### config.mk
export PLATFORM = sky130hd
export DESIGN_NAME = uip_core
export DESIGN_NICKNAME = d
export VERILOG_FILES = /design/src/rtl/uip_pkg.sv /design/src/rtl/uip_core.sv
export SDC_FILE = /design/constraint.sdc
export NUM_CORES = 1
export LEC_CHECK = 0
export BUFFER_PORTS_ARGS = -buffer_cell sky130_fd_sc_hd__clkbuf_2
export CORE_MARGIN = 2
export CORE_UTILIZATION = 48
export CTS_CLUSTER_SIZE = 8
export DETAILED_ROUTE_END_ITERATION = 10
export PLACE_DENSITY_LB_ADDON = 0.08
export SKIP_LAST_GASP = 1
export SLEW_MARGIN = 15
export SYNTH_ARGS = -nofsm -noshare
export SYNTH_HDL_FRONTEND = slang
export SYNTH_SLANG_ARGS = --single-unit
### constraint.sdc
create_clock -name clk -period 2 [get_ports clk]
set_clock_uncertainty 0.1 [all_clocks]
set_input_delay 0.2 -clock clk [delete_from_list [all_inputs] [get_ports clk]]
set_output_delay 0.2 -clock clk [all_outputs]
set_load 0.005 [all_outputs]
### src/rtl/uip_pkg.sv
/*
  Package for the UART interrupt enable and priority block.
  Assumes a 40 MHz clock and a plain strobe register port.
*/
// Notes on behaviour
// - rx trigger reached raises receive interrupt
// - data ready set on fifo entry, cleared empty
// - all basic enables clear, enhanced off, means polled mode
// - line status bits carry documented meanings
// - mask bit 0 enables receive ready interrupt
// - mask bit 1 enables transmit ready, immediate
// - mask bit 2 enables line error interrupt
// - mask bit 3 enables modem status interrupt
// - mask bits 7..4 need enhanced enable
// - mask register resets to zero
// - rts/cts rising edge interrupts in auto mode
// - source read shows highest pending only
// - rx time-out raised by timer, cleared rhr read
// - tx ready cleared by source read or write
// - line read clears line, modem read clears modem
// - rx trigger clears below level only
// - xon/xoff/special match interrupt and clears
// - wake-up interrupt cleared by source read
// - source codes by priority one to seven
// - bit 0 low while pending, high at reset
// - bit 4 flags character match, enhanced only
// - bit 5 flags rts/cts rising, enhanced only
// - bits 7:6 show fifo enable
package uip_pkg;
  // ----------------------------------------
  // register offsets
  // ----------------------------------------
  localparam logic [2:0] UIP_OFS_MASK = 3'h1;
  localparam logic [2:0] UIP_OFS_SOURCE = 3'h2;
  localparam logic [2:0] UIP_OFS_LINE = 3'h5;
  localparam logic [2:0] UIP_OFS_MODEM = 3'h6;
  localparam logic [2:0] UIP_OFS_HOLD = 3'h0;
  // ----------------------------------------
  // reset values and field positions
  // ----------------------------------------
  localparam logic [7:0] UIP_MASK_RST = 8'h00;
  localparam int UIP_EN_RX = 0;
  localparam int UIP_EN_TX = 1;
  localparam int UIP_EN_LINE = 2;
  localparam int UIP_EN_MODEM = 3;
  localparam int UIP_EN_XOFF = 5;
  localparam int UIP_EN_RTS = 6;
  localparam int UIP_EN_CTS = 7;
  // ----------------------------------------
  // source codes, bits 5..0
  // ----------------------------------------
  localparam logic [5:0] UIP_CODE_LINE = 6'h06;
  localparam logic [5:0] UIP_CODE_TOUT = 6'h0C;
  localparam logic [5:0] UIP_CODE_RX = 6'h04;
  localparam logic [5:0] UIP_CODE_TX = 6'h02;
  localparam logic [5:0] UIP_CODE_MODEM = 6'h00;
  localparam logic [5:0] UIP_CODE_CHAR = 6'h10;
  localparam logic [5:0] UIP_CODE_FLOW = 6'h20;
  localparam logic [5:0] UIP_CODE_NONE = 6'h01;
  // ----------------------------------------
  // register bus request
  // ----------------------------------------
  typedef struct packed {
    logic [2:0] addr;
    logic [7:0] wdata;
    logic wr;
    logic rd;
  } uip_bus_t;
endpackage

### src/rtl/uip_core.sv
/*
  Interrupt mask and prioritised source logic of a 16-byte FIFO UART.
  Assumes fifo, receiver and flow engines on clk drive the status inputs;
  the cts pin level comes from outside and is synchronised here; the rts output level arrives on clk.
*/
`timescale 1ns/1ps
`default_nettype none
module uip_core
  import uip_pkg::*;
(
  input wire logic clk,
  input wire logic reset_n,
  input wire uip_bus_t bus, // register request
  output logic [7:0] rdata, // read data, cycle after read strobe
  input wire logic fifo_en, // fifo enable control
  input wire logic enh_en, // enhanced function enable
  input wire logic err_at_entry, // line errors flagged at fifo entry
  input wire logic auto_rts, // auto rts flow active
  input wire logic auto_cts, // auto cts flow active
  input wire logic wake_en, // wake-up interrupt enable
  input wire logic [4:0] rx_level, // receive fifo fill
  input wire logic [4:0] rx_trig, // receive trigger level
  input wire logic rx_push, // character entered receive fifo
  input wire logic rx_push_err, // that character has an error
  input wire logic [3:0] head_err, // break/frame/parity at head, bit 0 unused
  input wire logic overrun, // overrun pulse
  input wire logic fifo_err, // some fifo character has error
  input wire logic tx_ready, // tx below trigger or empty
  input wire logic tx_all_empty, // tx fifo and shift reg empty
  input wire logic tout, // time-out timer expired pulse
  input wire logic [3:0] modem_delta, // modem status bits 3..0
  input wire logic char_match, // xon/xoff match pulse
  input wire logic spec_match, // special char match pulse
  input wire logic woke, // left sleep mode pulse
  input wire logic cts_pin_n, // cts input pin
  input wire logic rts_out_n, // rts output level, same clock
  output logic irq, // host interrupt request
  output logic sleep_en // sleep enable to sleep logic
);
  // ----------------------------------------
  // state
  // ----------------------------------------
  logic [7:0] mask_r; // interrupt mask register
  logic [7:0] mask_eff; // mask after enhanced gating
  logic line_r, tout_r, tx_r, modem_r, char_r, flow_r, wake_r; // pending latches
  logic [2:0] cts_sync_r; // three stage pin synchroniser
  logic cts_lvl_r; // accepted cts level
  logic rts_d_r; // previous rts level
  logic tx_ready_d_r; // previous tx ready
  logic rx_pend; // receive trigger level pending
  logic [5:0] code; // current source code
  logic any_pend; // any enabled source pending
  logic rd_src, rd_line, rd_modem, rd_hold, wr_hold;
  logic cts_rise, rts_rise, line_ev;
  logic ovr_r; // overrun seen since the last line status read
  logic spec_r; // pending match came from the special character

  assign rd_src = bus.rd && bus.addr == UIP_OFS_SOURCE;
  assign rd_line = bus.rd && bus.addr == UIP_OFS_LINE;
  assign rd_modem = bus.rd && bus.addr == UIP_OFS_MODEM;
  assign rd_hold = bus.rd && bus.addr == UIP_OFS_HOLD;
  assign wr_hold = bus.wr && bus.addr == UIP_OFS_HOLD;

  // upper bits only count with enhanced functions on
  assign mask_eff = enh_en ? mask_r : {4'h0, mask_r[3:0]};
  assign sleep_en = mask_eff[4];

  // ----------------------------------------
  // mask register write
  // ----------------------------------------
  always_ff @(posedge clk or negedge reset_n) begin
    if (!reset_n) begin
      mask_r <= UIP_MASK_RST;
    end else if (bus.wr && bus.addr == UIP_OFS_MASK) begin
      mask_r <= bus.wdata;
    end
  end

  // ----------------------------------------
  // cts synchroniser and edge detect
  // ----------------------------------------
  always_ff @(posedge clk or negedge reset_n) begin
    if (!reset_n) begin
      cts_sync_r <= 3'h0;
      cts_lvl_r <= 1'b0;
      rts_d_r <= 1'b0;
      tx_ready_d_r <= 1'b0;
    end else begin
      cts_sync_r <= {cts_sync_r[1:0], cts_pin_n};
      // level changes once stages two and three agree
      if (cts_sync_r[1] == cts_sync_r[2]) begin
        cts_lvl_r <= cts_sync_r[2];
      end
      rts_d_r <= rts_out_n;
      tx_ready_d_r <= tx_ready;
    end
  end
  assign cts_rise = cts_sync_r[1] && cts_sync_r[2] && !cts_lvl_r && auto_cts;
  assign rts_rise = rts_out_n && !rts_d_r && auto_rts;

  // error events: overrun immediately, others at head or entry
  assign line_ev = overrun || (err_at_entry ? (rx_push && rx_push_err) : |head_err[3:1]);

  // ----------------------------------------
  // pending latches; a new event beats a same-cycle clear
  // ----------------------------------------
  always_ff @(posedge clk or negedge reset_n) begin
    if (!reset_n) begin
      line_r <= 1'b0;
      tout_r <= 1'b0;
      modem_r <= 1'b0;
      flow_r <= 1'b0;
      ovr_r <= 1'b0;
    end else begin
      line_r <= line_ev || (line_r && !rd_line);
      ovr_r <= overrun || (ovr_r && !rd_line);
      tout_r <= tout || (tout_r && !rd_hold);
      modem_r <= (|modem_delta) || (modem_r && !rd_modem);
      flow_r <= cts_rise || rts_rise || (flow_r && !rd_modem);
    end
  end

  // tx ready: rising condition, or enabling while ready, arms it
  always_ff @(posedge clk or negedge reset_n) begin
    if (!reset_n) begin
      tx_r <= 1'b0;
    end else if ((tx_ready && !tx_ready_d_r) ||
                 (bus.wr && bus.addr == UIP_OFS_MASK && bus.wdata[UIP_EN_TX] &&
                  !mask_r[UIP_EN_TX] && tx_ready)) begin
      tx_r <= 1'b1;
    end else if ((rd_src && code == UIP_CODE_TX) || wr_hold || !tx_ready) begin
      tx_r <= 1'b0;
    end
  end

  // character match; special clears on next arrival too
  always_ff @(posedge clk or negedge reset_n) begin
    if (!reset_n) begin
      char_r <= 1'b0;
      wake_r <= 1'b0;
      spec_r <= 1'b0;
    end else begin
      if (char_match || spec_match) begin
        char_r <= 1'b1;
        // an xon/xoff match outranks a special one in the same cycle
        spec_r <= spec_match && !char_match;
      end else if (rd_src || (rx_push && spec_r)) begin
        char_r <= 1'b0;
        spec_r <= 1'b0;
      end
      wake_r <= (woke && wake_en) || (wake_r && !rd_src);
    end
  end

  // receive ready follows fifo level; level only falls through reads
  assign rx_pend = fifo_en ? (rx_level >= rx_trig) : (rx_level != 5'h00);

  // ----------------------------------------
  // priority encoder
  // ----------------------------------------
  always_comb begin
    any_pend = 1'b1;
    code = UIP_CODE_NONE;
    if (line_r && mask_eff[UIP_EN_LINE]) begin
      code = UIP_CODE_LINE;
    end else if (tout_r && mask_eff[UIP_EN_RX]) begin
      code = UIP_CODE_TOUT;
    end else if (rx_pend && mask_eff[UIP_EN_RX]) begin
      code = UIP_CODE_RX;
    end else if (tx_r && mask_eff[UIP_EN_TX]) begin
      code = UIP_CODE_TX;
    end else if (modem_r && mask_eff[UIP_EN_MODEM]) begin
      code = UIP_CODE_MODEM;
    end else if (char_r && mask_eff[UIP_EN_XOFF]) begin
      code = UIP_CODE_CHAR;
    end else if (flow_r && (mask_eff[UIP_EN_RTS] || mask_eff[UIP_EN_CTS])) begin
      code = UIP_CODE_FLOW;
    end else begin
      any_pend = 1'b0; // polled mode reaches here; wake-up reads as none
    end
  end
  assign irq = any_pend || wake_r;

  // ----------------------------------------
  // read data, one cycle after strobe
  // ----------------------------------------
  always_ff @(posedge clk or negedge reset_n) begin
    if (!reset_n) begin
      rdata <= 8'h00;
    end else if (bus.rd) begin
      case (bus.addr)
        UIP_OFS_MASK: rdata <= mask_r;
        UIP_OFS_SOURCE: rdata <= {{2{fifo_en}}, code};
        UIP_OFS_LINE: rdata <= {fifo_err, tx_all_empty, tx_ready, head_err[3:1],
                                ovr_r, rx_level != 5'h00};
        default: rdata <= 8'h00;
      endcase
    end else begin
      rdata <= 8'h00;
    end
  end
endmodule
`default_nettype wire

Yosys cells after proc, flatten, opt, wreduce, memory -nomap -nowiden
Index checks and enable logic that the tools add are counted.
- $lt $le $gt $ge: 1
- eq/ne operators: 6
- mux-type cells: 24
- reduce and logical (&&, ||, !) cells: 64
- operators with widths (kind ; number):
    $mux W6 ; 7
    $logic_and A1 B1 Y1 ; 33
    $pmux W8 S3 ; 1
    $mux W8 ; 2
    $logic_or A1 B1 Y1 ; 15
    $mux W1 ; 14
    $logic_not A1 Y1 ; 10
    $eq A3 B3 Y1 const B ; 2
    $eq A6 B2 Y1 const B ; 1
    $ge A5 B5 Y1 ; 1
    $reduce_bool A5 Y1 ; 1
    $reduce_bool A2 Y1 ; 2
    $reduce_or A4 Y1 ; 1
    $eq A3 B1 Y1 const B ; 1
    $eq A3 B2 Y1 const B ; 1
    $logic_not A3 Y1 ; 1
    $reduce_or A3 Y1 ; 1
    $eq A1 B1 Y1 ; 1
- flip-flop bits (word level): 31
- output and inout bits: 10
- word-level logic and storage cells: 110

Longest topological paths before layout
- depth in word-level cells: 16
- mapped depth: 7
- gate-level depth less buffers: 7

Worst setup path before layout
No wires, ideal clock.
- kind: in2out
- from: input rx_level[0]
- to: output irq
- data arrival time: 1.459 ns
- required time: 1.700 ns
- slack: 0.241 ns
- stages: 4
- path buffers: 0
- path through: or4_4 o41ai_4 o21ai_2 or3_1
- longest elaborated chain between the ends: 7
- RTL lines (element ; line ; source):
    start, declared ; uip_core.sv:21 ; input wire logic [4:0] rx_level,
    $ge A5 B5 Y1 / $reduce_bool A5 Y1 (equally long branches) ; uip_core.sv:156 ; assign rx_pend = fifo_en ? (rx_level >= rx_trig) : (rx_level != 5'h00);
    $mux W1 (*) ; uip_core.sv:156 ;
    $logic_and A1 B1 Y1 (*) ; uip_core.sv:168 ; end else if (rx_pend && mask_eff[UIP_EN_RX]) begin
    $mux W1 (*) ; uip_core.sv:168 ;
    $mux W1 (*) ; uip_core.sv:166 ; end else if (tout_r && mask_eff[UIP_EN_RX]) begin
    $mux W1 (*) ; uip_core.sv:164 ; if (line_r && mask_eff[UIP_EN_LINE]) begin
    $logic_or A1 B1 Y1 (*) ; uip_core.sv:182 ; assign irq = any_pend || wake_r;
    end, declared ; uip_core.sv:37 ; output logic irq,
Every way passes the cells marked *; elsewhere a longest branch is shown, timed or not.

Final worst setup path
Same ends and word-level chain as after synthesis.

==> metrics.txt <==
Slowest cell on crit path=or4_4; leakage=between 1 and 1.5 nW; slew margin rel.=between 50% and 60%; Clock Latency Late Sink=around 0.33 ns; diodes inserted=0; die width=60.7 um; maximum VDD drop=0.392 mV; Post-DP Area=~1900 um^2; fin. max-slew vios=0; Final min period=between 2 and 2.5 ns; GRT Overall Usage=23.3%; Worst-path clk slew=0.09 ns; initial antenna violation count=0; Avg Inst Size Synth=11.0 um^2; final hold violation count=0; setup ws final=-0.0236 ns; Setup Viol. Count Final=1; final period utilization=101%; synth unique cells=38; H-tree depth=2; Buffers on Ports=59; DIE AREA=between 3000 and 4000 um^2; row cnt=20; clock buffer depth=2; PwrDens=652 nW/um^2; Max-Cap Viols=0; vias in the first global route=1418; Layout area overhead=41.0%; drt pass-1 iters=5; Async S/R FF share, synth=100%; clock root buffer=clkbuf_4; Max Fanout on Critical Path=2; Mapped Area=roughly 1500 um^2; syn_nets=198; worst hold path class=in2reg; vias=1445; critical path class=in2out; Overflow after GRT=0; Seq/Total Area, Yosys=about half; total power=approximately 0.0014 W; number of synthesized register bits=31; EDFF count, synth=0; CTS tree=built; Cells after Synth=about 140; Post-Place Setup Slack=a little under 0.008 ns; Num CTS Buffers=5; failing checks=setup timing; R2R Setup Slk=slightly below 0.3 ns; # IOs=61; RSZ-0062 raised after global routing=yes; Post-Route WL=between 3000 and 4000 um; first-pass GRT wire length=6150 um; Slowest Stage Delay on Critical Path=0.56 ns; Starting Density=50.6%; Via-to-Cell Ratio=around 5.3; Routed Antenna Nets=0; crit path DAT=1.72 ns; share of cells above drive strength 1=38.9%; Routability Congestion=0.842; outcome=finished, violations left; Warnings, synthesis=0; DP HPWL=2800 um; CP Cell Sequence=clkbuf_2, or4_4, o41ai_4, o21ai_2, or3_1, clkbuf_2; pin count of the biggest net entering global routing=32; FMAX=0.494 GHz; Final Util=a little under three quarters; Min Hold Slack=roughly 0.016 ns; drt drc=0; Critical Path RT=between 1.5 and 2 ns; Wirelength per Cell=14.1 um; CP startpoint kind=input port; drt initial violations=61; worst slew pin tran=around 0.74 ns; final instance area=2180 um^2; Critical Path Sink Type=output port; number of clock sinks=31; die height=~61 um; Core Area=3050 um^2; nets@finish=between 200 and 300; top_reg_cell synth=dfrtp_1; CP dominant cell by count=clkbuf_2
## final cells by class
class	instances	area, um^2
Multi-Input combinational cell	97	738
Clock buffer	7	45.0
Timing Repair Buffer	84	526
Fill cell	264	875
Clock inverter	1	5.00
Sequential cell	31	776
Inverter	9	33.8
Tap cell	44	55.1
## sequential cells by signal, summed over array words and instances, names as in the netlist
register,flops
line_r,1
char_r,1
cts_sync_r,3
tx_r,1
tx_ready_d_r,1
ovr_r,1
cts_lvl_r,1
mask_r,8
flow_r,1
tout_r,1
wake_r,1
spec_r,1
modem_r,1
rdata,8
rts_d_r,1
## cells in the final DEF, fill, tap and decap left out, types with 2 or more instances in the layout
cell / Yosys / routed
a21oi_1: 5 / 5
a31oi_1: 5 / 4
buf_4: 0 / 8
clkbuf_1: 3 / 2
clkbuf_2: 0 / 59
clkbuf_4: 0 / 5
dfrtp_1: 31 / 31
dlygate4sd3_1: 0 / 17
ha_1: 6 / 6
inv_1: 9 / 9
mux2_2: 9 / 9
mux2i_1: 4 / 4
nand2_1: 15 / 15
nand2b_1: 2 / 2
nand3_1: 8 / 8
nand3b_1: 3 / 3
nor2_1: 3 / 3
nor2b_1: 6 / 6
o211ai_1: 4 / 4
o21ai_0: 4 / 4
o32ai_1: 3 / 3
## repair_timing
action                                 4_1_cts  5_1_grt
setup endpoints to repair                    1        1
endpoints found under the hold margin       45        1
setup buffers                                4        1
pin swaps                                    4        4
gates resized for setup                      2        2
hold buffers                                16        1
## power by group
group	switching (W)	internal, W	total [W]	leakage (nW)
sequential	0.0000569	0.000688	0.000745	0.365
combinational	0.000147	0.000184	0.000331	0.651
clock	0.000207	0.000137	0.000344	0.0293
## worst max-delay path: cells and delay by family
kind            cells  cell delay, ns
compound gates      2            0.46
buf+inv             2            0.21
simple gates        2            0.86
## path summary, 6_finish.rpt
check                                        start                      end  cells after the start
max reg2reg                       tout_r$_DFF_PN0_         tx_r$_DFFE_PN0P_                      7
min                                         bus[9]    mask_r[7]$_DFFE_PN0P_                      2
max in group asynchronous                  reset_n  cts_sync_r[1]$_DFF_PN0_                      2
min in group asynchronous                  reset_n         tout_r$_DFF_PN0_                      2
min reg2reg                cts_sync_r[0]$_DFF_PN0_  cts_sync_r[1]$_DFF_PN0_                      0
max                                    rx_level[0]                      irq                      6
## kinds of logic after synthesis
logic type               Yosys count  share of synthesized area (%)
AO/OA/AOI/OAI                     33                           16.4
adder cells (fa/ha/maj)            6                           4.86
buffers and inverters             13                           3.64
flip-flops                        31                           50.2
multiplexers                      13                           9.15
AND/OR/NAND/NOR                   45                           15.7
## Yosys cell counts, types with 2 or more instances
cell	number	area (um^2)
nand3_1	8	40.0
dfrtp_1	31	776
nand2b_1	2	12.5
o32ai_1	3	26.3
o211ai_1	4	30.0
nand2_1	15	56.3
nor2b_1	6	37.5
clkbuf_1	3	11.3
ha_1	6	75.1
inv_1	9	33.8
a31oi_1	5	31.3
mux2i_1	4	40.0
o21ai_0	4	20.0
a21oi_1	5	25.0
nor2_1	3	11.3
nand3b_1	3	22.5
mux2_2	9	101
## metrics by stage
step,cells,TNS (ns)
floorplan,141,0
global placement,243,0
detailed placement,243,0
CTS,271,-0.0400
global route,273,-0.0861
finish,273,-0.0236
## layer usage
layer,share of wire (%),global-route usage (%),up-vias
met1,41,25.9,701
met4,1.8,9.32,0
met5,0,0,-
met2,53,42.1,45
li1,-,-,690
met3,5.0,6.40,9
Power figures use the tool's default switching activity.
